--- src/verilog/slr_pkg.sv ---
// Purpose: shared constants and types of the scanline run renderer
// Assumes: pixel addresses are bit addresses, table pointers are byte addresses
// Notes:   specifier word layouts and type codes are fixed here
// Operation
// [RULE1] table builder keeps every specifier 16-bit multiple, even byte aligned
// [RULE2] 16-bit specifier: advance 0..1 line, offset +127..-128, run 0..63
// [RULE3] 32-bit specifier: advance 0..3 lines, offset +8191..-8192, run 0..4095
// [RULE4] 48-bit specifier: signed combined offset and run 0..16383
// [RULE5] format comes from type field, present at both ends of long formats
// [RULE6] vertical unsigned downward, horizontal signed, run counts drawn pixels
// [RULE7] table builder forms combined offset as vertical times warp plus horizontal
// [RULE8] table builder puts zero terminators before first and after last specifier
// [RULE9] zero terminator executes as real no-move, zero-pixel specifier
// [RULE10] 180 degree pages parse table backwards, 0 degree pages forwards
// [RULE11] order start loads current address, updated after each specifier
// [RULE12] 0 degree: after run, address points just past last pixel
// [RULE13] 180 degree: address ends where the displacements put it
// [RULE14] displacement before run on 0 degree, after run on 180 degree
// [RULE15] banded 0 degree, frame, unbanded: add offset then draw left to right
// [RULE16] banded 180: subtract run, keep, draw, then subtract offset
// [RULE17] banded: check lower band end before each specifier, fault stops transfer
// [RULE18] after fault the list continues; rerun resumes the interrupted table
// [RULE19] only lower band boundary checked, nothing checked during a run
// [RULE20] table builder avoids offsets to earlier bands and wrapping past band end
// [RULE21] transfer touches only destination and optional halftone, never source
// [RULE22] combine code source operand is replaced by zero
// [RULE23] halftone companion fetched for 32 and 48 bit specifiers only
// [RULE24] parsing ends at closing terminator after passing opening one, then done
// [RULE25] band fault shows as status readable before the list is rerun
package slr_pkg;
    localparam int AW     = 32;
    localparam int WARP_W = 16;
    localparam int LEN_W  = 14;
    localparam int OP_W   = 8;

    localparam logic [AW-1:0] WORD_STEP = 32'h0000_0002;

    // type code in bits 15:14 of the first and last word
    localparam int         ID_HI  = 15;
    localparam int         ID_LO  = 14;
    localparam logic [1:0] ID_32  = 2'h2;
    localparam logic [1:0] ID_48  = 2'h3;
    localparam int         PAY_HI = 13;

    localparam int F16_VER    = 14;
    localparam int F16_HOR_HI = 13;
    localparam int F16_HOR_LO = 6;
    localparam int F16_LEN_HI = 5;
    localparam int F32_VER_HI = 27;
    localparam int F32_VER_LO = 26;
    localparam int F32_HOR_HI = 25;
    localparam int F32_HOR_LO = 12;
    localparam int F32_LEN_HI = 11;
    localparam int F48_CMB_HI = 43;
    localparam int F48_CMB_LO = 14;
    localparam int F48_LEN_HI = 13;

    localparam logic [1:0] WORDS16 = 2'h1;
    localparam logic [1:0] WORDS32 = 2'h2;
    localparam logic [1:0] WORDS48 = 2'h3;

    typedef enum logic [1:0] {SPEC16, SPEC32, SPEC48} slr_kind_e;

    typedef struct packed {
        slr_kind_e         kind;
        logic [LEN_W-1:0]  len;
        logic [AW-1:0]     disp;
    } slr_spec_s;

    typedef struct packed {
        logic [AW-1:0]     tableAddr;
        logic [AW-1:0]     initAddr;
        logic [WARP_W-1:0] warp;
        logic [AW-1:0]     bandEnd;
        logic              page180;
        logic              banded;
        logic              halftone;
        logic              resume;
        logic [OP_W-1:0]   boolCode;
    } slr_order_s;

    typedef struct packed {
        logic [AW-1:0]     addr;
        logic [LEN_W-1:0]  len;
    } slr_draw_s;

    function automatic logic [1:0] wordsOf(input slr_kind_e k);
        return (k == SPEC48) ? WORDS48 : (k == SPEC32) ? WORDS32 : WORDS16;
    endfunction : wordsOf
endpackage : slr_pkg

--- src/verilog/slr_scanline_run_renderer.sv ---
// Purpose: scanline order engine: parse table, move address, issue runs
// Assumes: pixel combine datapath and companion table reader are outside
// Notes:   band fault resume point kept internally for the next start
`timescale 1ns/1ns
module slr_scanline_run_renderer (
    input  wire logic                      mclk,
    input  wire logic                      rst,
    input  wire logic                      startReq,
    input  wire slr_pkg::slr_order_s       order,
    output logic                           memReq,
    output logic [slr_pkg::AW-1:0]         memAddr,
    input  wire logic [15:0]               memData,
    input  wire logic                      memAck,
    output logic                           drawReq,
    output slr_pkg::slr_draw_s             drawOut,
    input  wire logic                      drawAck,
    output logic                           htFetch,
    input  wire logic                      dstBit,
    input  wire logic                      htBit,
    output logic                           resBit,
    output logic                           busy,
    output logic                           donePulse,
    output logic                           bandFault
);
    typedef enum logic [2:0] {ST_IDLE, ST_FETCH, ST_EXEC, ST_DRAW, ST_POST} slr_state_e;

    slr_state_e               state_ff;
    slr_pkg::slr_order_s      cfg_ff;
    logic [slr_pkg::AW-1:0]   ptr_ff;
    logic [slr_pkg::AW-1:0]   specPtr_ff;
    logic [slr_pkg::AW-1:0]   curAddr_ff;
    logic [slr_pkg::AW-1:0]   resumePtr_ff;
    logic [slr_pkg::AW-1:0]   resumeAddr_ff;
    logic [15:0]              buf_ff [3];
    logic [1:0]               wordCnt_ff;
    logic [1:0]               needCnt_ff;
    logic                     first_ff;
    logic                     bandFault_ff;
    logic                     htFetch_ff;
    logic                     donePulse_ff;
    logic                     resBit_ff;
    slr_pkg::slr_draw_s       drawOut_ff;

    logic                     fetchGo;
    logic                     fetchBusy;
    logic                     fetchDone;
    logic [15:0]              fetchWord;
    slr_pkg::slr_kind_e       idKind;
    slr_pkg::slr_spec_s       spec;
    logic [1:0]               nWords;
    logic [1:0]               slot;
    logic                     revMode;
    logic                     isNull;
    logic                     faultNow;
    logic                     lastWord;

    ////////////////////////////////////////////////////////////////////////
    // table reading

    assign fetchGo = (state_ff == ST_FETCH) && !fetchBusy && !fetchDone;

    slr_word_fetch u_fetch (
        .mclk    (mclk),
        .rst     (rst),
        .go      (fetchGo),
        .addr    (ptr_ff),
        .memReq  (memReq),
        .memAddr (memAddr),
        .memData (memData),
        .memAck  (memAck),
        .busy    (fetchBusy),
        .done    (fetchDone),
        .word    (fetchWord)
    );

    slr_spec_decode u_decode (
        .idWord (fetchWord),
        .words  ({buf_ff[0], buf_ff[1], buf_ff[2]}),
        .warp   (cfg_ff.warp),
        .idKind (idKind),
        .spec   (spec)
    );

    // the first word read carries the type either way round
    assign nWords   = (wordCnt_ff == 2'h0) ? slr_pkg::wordsOf(idKind) : needCnt_ff;
    assign slot     = cfg_ff.page180 ? 2'(nWords - 2'h1 - wordCnt_ff) : wordCnt_ff; // [RULE10]
    assign lastWord = 2'(wordCnt_ff + 2'h1) == nWords;

    // only banded 180 pages run the subtractive sequence
    assign revMode  = cfg_ff.page180 && cfg_ff.banded; // [RULE15] [RULE16]
    assign isNull   = (spec.kind == slr_pkg::SPEC16) && (buf_ff[0] == 16'h0000);
    assign faultNow = cfg_ff.banded && (curAddr_ff >= cfg_ff.bandEnd); // [RULE17] [RULE19]

    always_ff @(posedge mclk) begin
        if (rst) begin
            wordCnt_ff <= '0;
            needCnt_ff <= '0;
        end else if (state_ff == ST_FETCH && fetchDone) begin
            wordCnt_ff <= lastWord ? 2'h0 : 2'(wordCnt_ff + 2'h1);
            needCnt_ff <= nWords;
        end else if (state_ff == ST_IDLE) begin
            wordCnt_ff <= '0;
        end
    end

    always_ff @(posedge mclk) begin
        if (rst) begin
            buf_ff[0] <= '0;
            buf_ff[1] <= '0;
            buf_ff[2] <= '0;
        end else if (state_ff == ST_FETCH && fetchDone) begin
            buf_ff[slot] <= fetchWord;
        end
    end

    always_ff @(posedge mclk) begin
        if (rst)
            ptr_ff <= '0;
        else if (state_ff == ST_IDLE && startReq)
            ptr_ff <= order.resume ? resumePtr_ff : order.tableAddr; // [RULE18]
        else if (state_ff == ST_FETCH && fetchDone)
            ptr_ff <= cfg_ff.page180 ? ptr_ff - slr_pkg::WORD_STEP
                                     : ptr_ff + slr_pkg::WORD_STEP; // [RULE10]
    end

    always_ff @(posedge mclk) begin
        if (rst)
            specPtr_ff <= '0;
        else if (state_ff == ST_IDLE && startReq)
            specPtr_ff <= order.resume ? resumePtr_ff : order.tableAddr;
        else if (state_ff == ST_POST)
            specPtr_ff <= ptr_ff;
    end

    ////////////////////////////////////////////////////////////////////////
    // sequencing

    always_ff @(posedge mclk) begin
        if (rst)
            cfg_ff <= '0;
        else if (state_ff == ST_IDLE && startReq)
            cfg_ff <= order;
    end

    always_ff @(posedge mclk) begin
        if (rst) begin
            state_ff <= ST_IDLE;
        end else begin
            unique case (state_ff)
                ST_IDLE:  if (startReq) state_ff <= ST_FETCH;
                ST_FETCH: if (fetchDone && lastWord) state_ff <= ST_EXEC;
                ST_EXEC: begin
                    if (faultNow)
                        state_ff <= ST_IDLE; // [RULE17]
                    else if (spec.len != '0)
                        state_ff <= ST_DRAW;
                    else
                        state_ff <= ST_POST; // [RULE9]
                end
                ST_DRAW:  if (drawAck) state_ff <= ST_POST;
                ST_POST:  state_ff <= (isNull && !first_ff) ? ST_IDLE : ST_FETCH; // [RULE24]
            endcase
        end
    end

    // a resumed table does not start on its opening terminator
    always_ff @(posedge mclk) begin
        if (rst)
            first_ff <= 1'b0;
        else if (state_ff == ST_IDLE && startReq)
            first_ff <= !order.resume;
        else if (state_ff == ST_POST)
            first_ff <= 1'b0; // [RULE24]
    end

    ////////////////////////////////////////////////////////////////////////
    // destination address

    always_ff @(posedge mclk) begin
        if (rst) begin
            curAddr_ff <= '0;
        end else if (state_ff == ST_IDLE && startReq) begin
            curAddr_ff <= order.resume ? resumeAddr_ff : order.initAddr; // [RULE11]
        end else if (state_ff == ST_EXEC && !faultNow) begin
            if (revMode)
                curAddr_ff <= curAddr_ff - 32'(spec.len); // [RULE16]
            else
                curAddr_ff <= curAddr_ff + spec.disp; // [RULE14] [RULE15]
        end else if (state_ff == ST_POST) begin
            if (revMode)
                curAddr_ff <= curAddr_ff - spec.disp; // [RULE13] [RULE16]
            else
                curAddr_ff <= curAddr_ff + 32'(spec.len); // [RULE12]
        end
    end

    always_ff @(posedge mclk) begin
        if (rst) begin
            drawOut_ff <= '0;
        end else if (state_ff == ST_EXEC && !faultNow) begin
            drawOut_ff.len  <= spec.len;
            drawOut_ff.addr <= revMode ? curAddr_ff - 32'(spec.len)
                                       : curAddr_ff + spec.disp; // [RULE15] [RULE16]
        end
    end

    assign drawReq = (state_ff == ST_DRAW);

    ////////////////////////////////////////////////////////////////////////
    // band fault and completion

    always_ff @(posedge mclk) begin
        if (rst) begin
            bandFault_ff  <= 1'b0;
            resumePtr_ff  <= '0;
            resumeAddr_ff <= '0;
        end else if (state_ff == ST_EXEC && faultNow) begin
            bandFault_ff  <= 1'b1; // [RULE25]
            resumePtr_ff  <= specPtr_ff; // [RULE18]
            resumeAddr_ff <= curAddr_ff;
        end else if (state_ff == ST_IDLE && startReq) begin
            bandFault_ff  <= 1'b0;
        end
    end

    always_ff @(posedge mclk) begin
        if (rst)
            donePulse_ff <= 1'b0;
        else
            donePulse_ff <= (state_ff == ST_EXEC && faultNow)
                         || (state_ff == ST_POST && isNull && !first_ff); // [RULE18] [RULE24]
    end

    ////////////////////////////////////////////////////////////////////////
    // halftone and combine

    // short specifiers are halftoned without a companion entry
    always_ff @(posedge mclk) begin
        if (rst)
            htFetch_ff <= 1'b0;
        else
            htFetch_ff <= state_ff == ST_EXEC && !faultNow && cfg_ff.halftone
                       && spec.kind != slr_pkg::SPEC16; // [RULE23]
    end

    // source operand forced to zero, halftone zero when not halftoning
    always_ff @(posedge mclk) begin
        if (rst)
            resBit_ff <= 1'b0;
        else
            resBit_ff <= cfg_ff.boolCode[{cfg_ff.halftone & htBit, 1'b0, dstBit}]; // [RULE21] [RULE22]
    end

    assign htFetch   = htFetch_ff;
    assign resBit    = resBit_ff;
    assign drawOut   = drawOut_ff;
    assign busy      = (state_ff != ST_IDLE);
    assign donePulse = donePulse_ff;
    assign bandFault = bandFault_ff;

    ////////////////////////////////////////////////////////////////////////
    // checks

    a_start_loads: assert property (@(posedge mclk) disable iff (rst) // [RULE11]
        state_ff == ST_IDLE && startReq && !order.resume |=> curAddr_ff == $past(order.initAddr))
        else $error("start did not load initial address");

    a_null_still: assert property (@(posedge mclk) disable iff (rst) // [RULE9]
        state_ff == ST_EXEC && isNull && !faultNow |=> curAddr_ff == $past(curAddr_ff)
        ##1 curAddr_ff == $past(curAddr_ff, 2)) else $error("terminator moved address");

    a_fwd_run_end: assert property (@(posedge mclk) disable iff (rst) // [RULE12]
        state_ff == ST_POST && !revMode && spec.len != '0
        |=> curAddr_ff == $past(drawOut_ff.addr) + 32'($past(drawOut_ff.len)))
        else $error("address not past run end");

    a_draw_at_cur: assert property (@(posedge mclk) disable iff (rst) // [RULE15]
        drawReq |-> drawOut.addr == curAddr_ff && drawOut.len != '0)
        else $error("run not drawn at current address");

    a_fault_stops: assert property (@(posedge mclk) disable iff (rst) // [RULE17]
        state_ff == ST_EXEC && faultNow |=> bandFault && donePulse && !busy && !drawReq)
        else $error("band fault did not end transfer");

    a_ht_long_only: assert property (@(posedge mclk) disable iff (rst) // [RULE23]
        $rose(htFetch) |-> $past(spec.kind) != slr_pkg::SPEC16 && cfg_ff.halftone)
        else $error("companion fetched for short specifier");

    a_source_zero: assert property (@(posedge mclk) disable iff (rst) // [RULE22]
        ##1 resBit == $past(cfg_ff.boolCode[{cfg_ff.halftone & htBit, 1'b0, dstBit}]))
        else $error("combine did not zero source");

    a_ptr_dir: assert property (@(posedge mclk) disable iff (rst) // [RULE10]
        state_ff == ST_FETCH && fetchDone
        |=> ptr_ff == (cfg_ff.page180 ? $past(ptr_ff) - slr_pkg::WORD_STEP
                                      : $past(ptr_ff) + slr_pkg::WORD_STEP))
        else $error("table pointer stepped wrong way");

    a_kind_match: assert property (@(posedge mclk) disable iff (rst) // [RULE5]
        state_ff == ST_EXEC |-> (spec.kind == slr_pkg::SPEC48)
        == (buf_ff[0][slr_pkg::ID_HI:slr_pkg::ID_LO] == slr_pkg::ID_48))
        else $error("specifier type misread");

    a_end_done: assert property (@(posedge mclk) disable iff (rst) // [RULE24]
        state_ff == ST_POST && isNull && !first_ff |=> donePulse && !busy)
        else $error("closing terminator did not finish");
endmodule : slr_scanline_run_renderer

--- src/verilog/slr_spec_decode.sv ---
// Purpose: decode one bit string specifier into run and displacement
// Assumes: words given in table order, first word highest
// Notes:   purely combinational
`timescale 1ns/1ns
module slr_spec_decode (
    input  wire logic [15:0]                 idWord,
    input  wire logic [47:0]                 words,
    input  wire logic [slr_pkg::WARP_W-1:0]  warp,
    output slr_pkg::slr_kind_e               idKind,
    output slr_pkg::slr_spec_s               spec
);
    logic [15:0] w0;
    logic [15:0] w1;
    logic [15:0] w2;
    logic [27:0] f32;
    logic [43:0] f48;

    assign w0  = words[47:32];
    assign w1  = words[31:16];
    assign w2  = words[15:0];
    assign f32 = {w0[slr_pkg::PAY_HI:0], w1[slr_pkg::PAY_HI:0]};
    assign f48 = {w0[slr_pkg::PAY_HI:0], w1, w2[slr_pkg::PAY_HI:0]};

    function automatic slr_pkg::slr_kind_e kindOf(input logic [15:0] w);
        unique case (w[slr_pkg::ID_HI:slr_pkg::ID_LO])
            slr_pkg::ID_32: return slr_pkg::SPEC32;
            slr_pkg::ID_48: return slr_pkg::SPEC48;
            default:        return slr_pkg::SPEC16;
        endcase
    endfunction : kindOf

    assign idKind = kindOf(idWord); // [RULE5]

    always_comb begin
        spec.kind = kindOf(w0); // [RULE5]
        unique case (spec.kind)
            slr_pkg::SPEC16: begin // [RULE2] [RULE6]
                spec.len  = slr_pkg::LEN_W'(w0[slr_pkg::F16_LEN_HI:0]);
                spec.disp = 32'(signed'(w0[slr_pkg::F16_HOR_HI:slr_pkg::F16_HOR_LO]))
                          + (w0[slr_pkg::F16_VER] ? 32'(warp) : 32'h0000_0000);
            end
            slr_pkg::SPEC32: begin // [RULE3] [RULE6]
                spec.len  = slr_pkg::LEN_W'(f32[slr_pkg::F32_LEN_HI:0]);
                spec.disp = 32'(signed'(f32[slr_pkg::F32_HOR_HI:slr_pkg::F32_HOR_LO]))
                          + 32'(f32[slr_pkg::F32_VER_HI:slr_pkg::F32_VER_LO]) * 32'(warp);
            end
            default: begin // [RULE4]
                spec.len  = f48[slr_pkg::F48_LEN_HI:0];
                spec.disp = 32'(signed'(f48[slr_pkg::F48_CMB_HI:slr_pkg::F48_CMB_LO]));
            end
        endcase
    end
endmodule : slr_spec_decode

--- src/verilog/slr_word_fetch.sv ---
// Purpose: one 16-bit table word read with request/acknowledge
// Assumes: memory answers on mclk, any number of cycles after the request
// Notes:   memReq holds with a stable address until memAck
`timescale 1ns/1ns
module slr_word_fetch (
    input  wire logic                     mclk,
    input  wire logic                     rst,
    input  wire logic                     go,
    input  wire logic [slr_pkg::AW-1:0]   addr,
    output logic                          memReq,
    output logic [slr_pkg::AW-1:0]        memAddr,
    input  wire logic [15:0]              memData,
    input  wire logic                     memAck,
    output logic                          busy,
    output logic                          done,
    output logic [15:0]                   word
);
    logic                    busy_ff;
    logic                    done_ff;
    logic [slr_pkg::AW-1:0]  addr_ff;
    logic [15:0]             word_ff;

    always_ff @(posedge mclk) begin
        if (rst)
            busy_ff <= 1'b0;
        else if (go && !busy_ff)
            busy_ff <= 1'b1;
        else if (memAck)
            busy_ff <= 1'b0;
    end

    always_ff @(posedge mclk) begin
        if (rst)
            addr_ff <= '0;
        else if (go && !busy_ff)
            addr_ff <= addr;
    end

    always_ff @(posedge mclk) begin
        if (rst) begin
            done_ff <= 1'b0;
            word_ff <= '0;
        end else begin
            done_ff <= busy_ff && memAck;
            if (busy_ff && memAck)
                word_ff <= memData;
        end
    end

    assign memReq  = busy_ff;
    assign memAddr = addr_ff;
    assign busy    = busy_ff;
    assign done    = done_ff;
    assign word    = word_ff;

    a_word_aligned: assert property (@(posedge mclk) disable iff (rst) // [RULE1]
        memReq |-> !memAddr[0]) else $error("table read not word aligned");

    a_req_holds: assert property (@(posedge mclk) disable iff (rst) // [RULE1]
        memReq && !memAck |=> memReq && $stable(memAddr)) else $error("read request dropped");
endmodule : slr_word_fetch
--- config.mk ---
export PLATFORM = sky130hd
export DESIGN_NAME = slr_scanline_run_renderer
export DESIGN_NICKNAME = d
export VERILOG_FILES = /design/src/verilog/slr_pkg.sv /design/src/verilog/slr_scanline_run_renderer.sv /design/src/verilog/slr_spec_decode.sv /design/src/verilog/slr_word_fetch.sv
export SDC_FILE = /design/constraint.sdc
export NUM_CORES = 1
export LEC_CHECK = 0
export BUFFER_PORTS_ARGS = -buffer_cell sky130_fd_sc_hd__buf_2
export CAP_MARGIN = 40
export CELL_PAD_IN_SITES_DETAIL_PLACEMENT = 1
export CELL_PAD_IN_SITES_GLOBAL_PLACEMENT = 2
export CORE_AREA = 5 5 267 269
export DETAILED_ROUTE_END_ITERATION = 6
export DIE_AREA = 0 0 272 274
export PLACE_DENSITY_LB_ADDON = 0.1
export SYNTH_ARGS = -nofsm -noshare
export SYNTH_HDL_FRONTEND = slang
export SYNTH_SLANG_ARGS = --single-unit
--- constraint.sdc ---
create_clock -name mclk -period 9.9 [get_ports mclk]
set_clock_uncertainty 0.1 [all_clocks]
set_input_delay 1.98 -clock mclk [delete_from_list [all_inputs] [get_ports mclk]]
set_output_delay 1.98 -clock mclk [all_outputs]
set_load 0.02 [all_outputs]
==> impl_metrics.json, run 1 <==
{
  "place_ws_ns": 0.9930,
  "portBuffers": 227,
  "die_area_um2": 74530,
  "power.net_switching_mw": 1.224,
  "hpwl_um": 71770,
  "wl_per_cell_um": 22.41,
  "grt_use_total_pct": 24.38,
  "synth_nets": 3485,
  "placed_cell_area_um2": 26550,
  "area_growth_pct": 14.65,
  "ys_warn_count": 0,
  "final-max-slew-violation-count": 0,
  "yosysTopAreaCellShare_pct": 26.38,
  "synth.distinct_cells": 95,
  "max_freq_mhz": 112.1,
  "fp.coreArea_um2": 68350,
  "hold_viol_final": 0,
  "routed_wl_um": 94520,
  "ys.flop_type": "dfxtp_1",
  "grt.busiest_layer": "met2",
  "critical_path_class": "reg -> reg",
  "globalRouteMet1Util_pct": 32.33,
  "drc": 0,
  "dp.cells": 4139,
  "layout-drive-gt1-share_pct": 11.90,
  "synth-seq-cells": 369,
  "cts_setup_buffers": 0,
  "synth_area_um2": 24510,
  "viasPerCell": 5.667,
  "critPathMaxStageDelay_ns": 0.59,
  "swShare_pct": 29.46,
  "period_share_pct": 90.10,
  "met2_usage_pct": 42.11,
  "hold_path.class": "reg -> reg",
  "initial_core_util_pct": 35.87,
  "layout_common_cells": "nand2_1, a21oi_1, dfxtp_1",
  "max_slew_margin_pct": 34.11,
  "yosysSeqAreaShare_pct": 32.01,
  "clkTransAtPathRegs_ns": 0.06,
  "grt_overflow": 0,
  "power_leakage_nw": 11.98,
  "end_kind": "flop",
  "routabilityCongestion": 0.9163,
  "cts_tree": "built",
  "drt_first_pass_iters": 5,
  "layout_setup_ws_ns": 0.9802,
  "synth_cells": 3153,
  "layout_commonest_cell": "nand2_1",
  "grt_pass1_wl_um": 144600,
  "io_pins": 232,
  "p_per_area_nw_per_um2": 147.8,
  "finalCriticalPeriod_ns": 8.920,
  "setup_viol": 0,
  "cts_resized": 0,
  "path_common_cell": "o21ai_0",
  "grt_max_degree": 196,
  "tightestPinTransition_ns": 0.9883,
  "die_w_um": 272,
  "ir_worst_vdd_v": 0.0001069,
  "clkPwrFrac_pct": 42.4,
  "internal-power_mw": 2.931,
  "whs_ns": 0.3495,
  "holdBufCountCts": 0,
  "cts_buffers": 44,
  "run_status": "finished, final reports clean",
  "async_flop_share_pct": 0,
  "num_rows": 96,
  "grt_pass1_vias": 24425,
  "timing.setup.tns_ns": 0,
  "grt_setup_unrepaired": "false",
  "combPwrFrac_pct": 18.3,
  "antenna_found_initial": 2,
  "crit_required_ns": 10.29,
  "sequentialPowerShare_pct": 39.3,
  "synth-edff-count": 46,
  "cts.sinks": 369,
  "cts_max_level": 2,
  "cts-root-buf": "clkbuf_16",
  "crit_slowest_cell": "a2111oi_0",
  "die_y_um": 274,
  "max-cap-violations": 0,
  "power.total_mw": 4.155,
  "vias": 23905,
  "globalRouteMet3Util_pct": 2.870,
  "fin_util_pct": 41.12,
  "ant_nets": 0,
  "synth_top_cell_by_area": "dfxtp_1",
  "critPathArrivalTime_ns": 9.31,
  "fin_nets": 3635,
  "first_iter_violations": 1396,
  "cp-start-kind": "flop",
  "clkLatencyLatePin_ns": 0.58,
  "synth_area_per_cell_um2": 7.775,
  "finalNonFillerCells": 4218,
  "synth_area_leaders": "dfxtp_1, ha_1, nand2_1",
  "stdcell_area_um2": 28100,
  "clk_path_buf_depth": 3,
  "critPathMaxFanout": 28
}
## critical path: cells and delay by family, from the launching register on
| family | cells | cell delay (ns) |
|---|---|---|
| AOI/OAI and AO/OA | 16 | 4.17 |
| and+or+nand+nor | 12 | 2.13 |
| adders and majority gates | 3 | 1.06 |
| xor gates and xnor gates | 3 | 0.57 |
| DFF | 1 | 0.49 |
| buffers and inverters | 1 | 0.29 |
## state kept, by name (all words and copies together), names as in the netlist, 2 cells and up
register / cells
resumeAddr_ff: 32
curAddr_ff: 32
u_fetch.word: 16
cfg_ff: 55
resumePtr_ff: 32
drawOut: 46
state_ff: 3
wordCnt_ff: 2
needCnt_ff: 2
buf_ff: 46
specPtr_ff: 32
u_fetch.memAddr: 32
ptr_ff: 32
## worst paths after layout
check                      from           to  slack [ns]  cells after the start
hold / removal      drawOut[26]  drawOut[26]        0.35                      2
setup reg to reg  buf_ff[0][13]  drawOut[45]        0.98                     35
hold reg to reg     drawOut[26]  drawOut[26]        0.35                      2
setup / recovery  buf_ff[0][13]  drawOut[45]        0.98                     35
## Yosys cell counts, types with 18 or more instances
library cell / n
and2_1: 89
o21ai_0: 156
ha_1: 179
nand2_1: 566
clkbuf_1: 148
inv_1: 86
xnor2_1: 83
nand3_1: 48
o21a_1: 30
nor2b_1: 23
xor2_1: 47
mux2i_1: 81
a221oi_1: 34
a21o_1: 58
nor3_1: 49
nor2_1: 231
edfxtp_1: 46
nand2b_1: 23
and3_1: 49
dfxtp_1: 323
or3_1: 18
a21oi_1: 414
a211oi_1: 26
nand4_1: 19
a31oi_1: 32
## final cells by class
cell class,instances,area (um2)
Clock buffer,64,1287
Fill cell,8319,40240
Sequential cell,369,7848
Tap cell,882,1104
Antenna cell,1,2.502
Inverter,86,322.8
Multi-Input combinational cell,2528,15730
Clock inverter,14,264.0
Timing Repair Buffer,274,1543
## metal layers
layer,share of wire (%),wire length [um]
met2,48,44970
met4,2.8,2657
met3,4.2,3956
met1,45,42930
met5,0,0
## kinds of logic (layout without fill, tap and decap cells)
logic type,count (synthesis),in the layout,synth area share [%]
compound gates,933,933,23.41
xor+xnor,130,130,4.645
fa+ha+maj,185,185,9.626
buf+inv,256,438,3.976
flops,369,369,32.01
mux,98,98,4.134
other cells,0,1,0
simple gates,1182,1182,22.19
## power groups by stage
stage / combinational (mW) / clock (mW) / sequential [mW]
floorplan: 0.506 / 0 / 1.64
global placement: 0.730 / 0 / 1.67
detailed placement: 0.758 / 0 / 1.67
CTS: 0.762 / 1.80 / 1.64
global route: 0.837 / 1.86 / 1.64
finish: 0.759 / 1.76 / 1.63
Note: power is estimated with default switching activity, not from simulation.
==> run 2, diff against run 1 <==
--- a/config.mk
+++ b/config.mk
@@ -9,9 +9,10 @@
 export CAP_MARGIN = 40
 export CELL_PAD_IN_SITES_DETAIL_PLACEMENT = 1
 export CELL_PAD_IN_SITES_GLOBAL_PLACEMENT = 2
-export CORE_AREA = 5 5 267 269
+export CORE_AREA = 5 5 343 211
 export DETAILED_ROUTE_END_ITERATION = 6
-export DIE_AREA = 0 0 272 274
+export DIE_AREA = 0 0 348 216
+export HOLD_SLACK_MARGIN = 0.15
 export PLACE_DENSITY_LB_ADDON = 0.1
 export SYNTH_ARGS = -nofsm -noshare
 export SYNTH_HDL_FRONTEND = slang
==> impl_metrics.json, run 2 (synthesis results as in run 1) <==
{
  "vias": 24282,
  "critPathMaxFanout": 28,
  "cts-root-buf": "clkbuf_16",
  "regMostFlops": "cfg_ff",
  "viasPerCell": 5.676,
  "layout-drive-gt1-share_pct": 12.31,
  "run_status": "finished, final reports clean",
  "cts_setup_buffers": 0,
  "p_per_area_nw_per_um2": 142.8,
  "clkLatencyLatePin_ns": 0.60,
  "grt_overflow": 0,
  "power_leakage_nw": 12.00,
  "grt.busiest_layer": "met1",
  "grt_use_total_pct": 25.98,
  "hold_viol_final": 0,
  "end_kind": "flop",
  "cts.sinks": 369,
  "timing.setup.tns_ns": 0,
  "grt_pass1_vias": 24147,
  "place_ws_ns": 1.030,
  "worstHoldEndpoint": "u_fetch.memAddr[5]",
  "routabilityCongestion": 0.9497,
  "portBuffers": 227,
  "grt_setup_unrepaired": "false",
  "clk_path_buf_depth": 3,
  "fp.coreArea_um2": 68880,
  "globalRouteMet3Util_pct": 7.500,
  "initial_core_util_pct": 35.59,
  "finalCriticalPeriod_ns": 9.052,
  "r2r_cells": 33,
  "io_pins": 232,
  "placed_cell_area_um2": 26770,
  "die_y_um": 216,
  "cts_max_level": 2,
  "setup_viol": 0,
  "routed_wl_um": 101800,
  "critPathMaxStageDelay_ns": 0.65,
  "grt_max_degree": 112,
  "period_share_pct": 91.43,
  "min-delay-start": "u_fetch.memAddr[5]",
  "clkTransAtPathRegs_ns": 0.06,
  "met2_usage_pct": 36.10,
  "first_iter_violations": 1676,
  "antenna_found_initial": 3,
  "cts_buffers": 40,
  "ir_worst_vdd_v": 0.00008972,
  "crit_slowest_cell": "a221oi_1",
  "drc": 0,
  "holdBufCountCts": 0,
  "crit_required_ns": 10.26,
  "hold_path.class": "reg -> reg",
  "grt_pass1_wl_um": 151700,
  "r2r_start": "buf_ff[0][13]",
  "worstHoldPathCells": 2,
  "fin_nets": 3648,
  "area_growth_pct": 14.92,
  "max_slew_margin_pct": 37.79,
  "hpwl_um": 78280,
  "largest_register_ffs": 55,
  "cts_tree": "built",
  "r2r_setup_slack_ns": 0.85,
  "cts_resized": 0,
  "drt_first_pass_iters": 5,
  "critical_path_class": "reg -> reg",
  "tightestPinTransition_ns": 0.9332,
  "die_area_um2": 75170,
  "ant_nets": 0,
  "num_rows": 75,
  "wl_per_cell_um": 23.79,
  "critPathArrivalTime_ns": 9.41,
  "max-cap-violations": 0,
  "fin_util_pct": 40.90,
  "final-max-slew-violation-count": 0,
  "cp-start-kind": "flop",
  "layout_common_cells": "nand2_1, a21oi_1, dfxtp_1",
  "die_w_um": 348,
  "max_freq_mhz": 110.5,
  "reg2reg_to": "curAddr_ff[26]",
  "crit_start": "buf_ff[0][13]",
  "globalRouteMet1Util_pct": 39.93,
  "whs_ns": 0.3523,
  "layout_setup_ws_ns": 0.8485,
  "layout_commonest_cell": "nand2_1",
  "stdcell_area_um2": 28170
}
==> run 2: power by group <==
part,total [mW],switching [mW],internal [mW]
sequential,1.63,0.0685,1.56
combinational,0.775,0.489,0.286
clock,1.62,0.686,0.929
total,4.02,1.24,2.78
==> run 2: layout make-up <==
type | instances | area, um2
Antenna cell | 7 | 17.52
Clock buffer | 48 | 1061
Clock inverter | 25 | 312.8
Fill cell | 8404 | 40710
Inverter | 86 | 322.8
Multi-Input combinational cell | 2528 | 15740
Sequential cell | 369 | 7848
Tap cell | 924 | 1156
Timing Repair Buffer | 291 | 1710
==> run 2: how the worst max path moves through the flow <==
stage                endpoint  slack, ns  depth (start not counted)
5_1_grt        curAddr_ff[26]       0.21                         34
4_1_cts        curAddr_ff[26]       1.01                         34
3_3_place_gp   curAddr_ff[26]       1.19                         34
6_report       curAddr_ff[26]       0.85                         33
2_1_floorplan     drawOut[45]       2.12                         40
3_5_place_dp   curAddr_ff[26]       1.03                         31
==> run 2: per-layer routing <==
metal | vias up | share of wire, %
met5 | - | 0.10
met4 | 2 | 1.2
met3 | 78 | 8.1
met2 | 595 | 39
met1 | 12035 | 51
li1 | 11572 | -
==> run 2: through the flow <==
stage / total power [mW] / instances
after floorplan: 2.141 / 3153
after global placement: 2.396 / 4188
after detailed placement: 2.427 / 4197
after CTS: 4.062 / 4270
after global routing: 4.213 / 4274
final: 4.022 / 4278
==> run 2: critical path, delay by kind of cell (launching register included) <==
kind | cells | cell delay (ns)
buffers and inverters | 2 | 0.46
and+or+nand+nor | 9 | 1.79
AOI/OAI and AO/OA | 15 | 4.18
adders and majority gates | 3 | 1.10
xor gates and xnor gates | 4 | 0.80
DFF | 1 | 0.49
==> run 3, diff against run 2 <==
--- a/config.mk
+++ b/config.mk
@@ -9,9 +9,9 @@
 export CAP_MARGIN = 40
 export CELL_PAD_IN_SITES_DETAIL_PLACEMENT = 1
 export CELL_PAD_IN_SITES_GLOBAL_PLACEMENT = 2
-export CORE_AREA = 5 5 343 211
+export CORE_AREA = 5 5 364 223
 export DETAILED_ROUTE_END_ITERATION = 6
-export DIE_AREA = 0 0 348 216
+export DIE_AREA = 0 0 369 228
 export HOLD_SLACK_MARGIN = 0.15
 export PLACE_DENSITY_LB_ADDON = 0.1
 export SYNTH_ARGS = -nofsm -noshare
==> constraint.sdc (replaced) <==
create_clock -name mclk -period 7.35 [get_ports mclk]
set_clock_uncertainty 0.1 [all_clocks]
set_input_delay 1.47 -clock mclk [delete_from_list [all_inputs] [get_ports mclk]]
set_output_delay 1.47 -clock mclk [all_outputs]
set_load 0.02 [all_outputs]
==> impl_metrics.json, run 3 (synthesis results as in run 1) <==
{
  "violations": "negative setup slack",
  "max_freq_mhz": 131.9,
  "grt_use_total_pct": 25.09,
  "hold_viol_final": 0,
  "cp-start-kind": "flop",
  "layout_commonest_cell": "nand2_1",
  "clkLatencyLatePin_ns": 0.60,
  "power_leakage_nw": 13.97,
  "cts.sinks": 369,
  "whs_ns": 0.3520,
  "regMostFlops": "cfg_ff",
  "setup_viol": 11,
  "critPathBufInv": 7,
  "critPathMaxFanout": 5,
  "critPathArrivalTime_ns": 7.99,
  "fin_util_pct": 41.60,
  "ant_nets": 0,
  "crit_slowest_cell": "or4b_1",
  "layout-drive-gt1-share_pct": 25.20,
  "placed_cell_area_um2": 29030,
  "crit_required_ns": 7.76,
  "cts_tree": "built",
  "tightestPinTransition_ns": 0.9230,
  "critPathMaxStageDelay_ns": 0.49,
  "num-fill-cells": 9240,
  "finalCriticalPeriod_ns": 7.579,
  "hpwl_um": 85140,
  "final-max-slew-violation-count": 0,
  "portBuffers": 227,
  "die_w_um": 369,
  "period_share_pct": 103.1,
  "drt_first_pass_iters": 6,
  "grt_overflow": 0,
  "cts_max_level": 2,
  "grt_setup_unrepaired": "true",
  "area_growth_pct": 30.83,
  "critPathTopFamily": "compound AO/OA/AOI/OAI gates",
  "r2r_setup_slack_ns": -0.23,
  "hold_path.class": "reg -> reg",
  "die_y_um": 228,
  "antenna_found_initial": 4,
  "io_pins": 232,
  "run_status": "finished, violations left",
  "grt_pass1_wl_um": 163700,
  "path_common_cell": "buf_6",
  "max-cap-violations": 0,
  "max_slew_margin_pct": 38.05,
  "dp.cells": 4565,
  "critical_path_class": "reg -> reg",
  "clkTransAtPathRegs_ns": 0.07,
  "grt_pass1_vias": 26071,
  "grt_max_degree": 125,
  "first_iter_violations": 1969,
  "finalNonFillerCells": 4708,
  "initial_core_util_pct": 31.79,
  "wl_per_cell_um": 23.54,
  "cts-root-buf": "clkbuf_16",
  "ir_worst_vdd_v": 0.0001546,
  "die_area_um2": 84130,
  "end_kind": "flop",
  "layout_setup_ws_ns": -0.2290,
  "num_rows": 79,
  "p_per_area_nw_per_um2": 173.6,
  "drc": 0,
  "fin_nets": 3996,
  "fp.coreArea_um2": 77100,
  "cts_buffers": 41,
  "stdcell_area_um2": 32070,
  "routabilityCongestion": 0.9354,
  "clk_path_buf_depth": 3,
  "largest_register_ffs": 55,
  "vias": 25949,
  "layout_common_cells": "nand2_1, a21oi_1, buf_4",
  "routed_wl_um": 110800,
  "viasPerCell": 5.512
}
## run 3: report_power, final
part | switching [mW] | internal (mW)
registers | 0.0957 | 2.11
clock network | 0.930 | 1.12
logic | 0.761 | 0.550
## run 3: final timing paths
check	from	endpoint	cells past startpoint
worst max-delay path	buf_ff[0][12]	drawOut[45]	40
worst min register to register	u_fetch.memAddr[19]	u_fetch.memAddr[19]	2
worst max register to register	buf_ff[0][12]	drawOut[45]	40
worst min-delay path	u_fetch.memAddr[19]	u_fetch.memAddr[19]	2
## run 3: layout make-up
class	count	area, um2	area share, %
Inverter	86	322.8	1.007
Multi-Input combinational cell	2528	16920	52.74
Timing Repair Buffer	638	4442	13.85
Antenna cell	2	5.005	0.01560
Clock buffer	59	1137	3.546
Tap cell	1012	1266	3.948
Clock inverter	14	135.1	0.4213
Sequential cell	369	7848	24.47
## run 3: per-stage QoR
step / worst slack (ns) / total power, mW / setup TNS, ns
after floorplan: 0.02304 / 2.886 / 0
after global placement: -0.8295 / 3.382 / -12.55
after detailed placement: -0.9109 / 3.427 / -16.89
after CTS: -0.06243 / 5.560 / -0.08850
after global routing: -0.5410 / 5.818 / -6.373
final: -0.2290 / 5.567 / -0.8835
## run 3: worst register-to-register path, delay by kind of cell, from the launching register on
kind,cells,cell delay (ns)
AOI/OAI and AO/OA,17,2.77
and+or+nand+nor,10,1.94
buffers and inverters,7,1.03
adders and majority gates,3,0.74
xor gates and xnor gates,3,0.50
DFF,1,0.43
## run 3: layer usage
| layer | routed length [um] | global-route usage, % | up-vias |
|---|---|---|---|
| met3 | 7484 | 4.770 | 85 |
| li1 | - | - | 12264 |
| met2 | 44410 | 35.46 | 651 |
| met1 | 57480 | 39.67 | 12949 |
| met4 | 1442 | 3.676 | 0 |
| met5 | 0 | 0 | - |
## run 3: what timing repair did
action                     4_1_cts  5_1_grt
setup buffers                   48       27
resized for setup              159      119
setup endpoints to repair       35       37
hold buffers                     0        0
pin swaps                       87       57
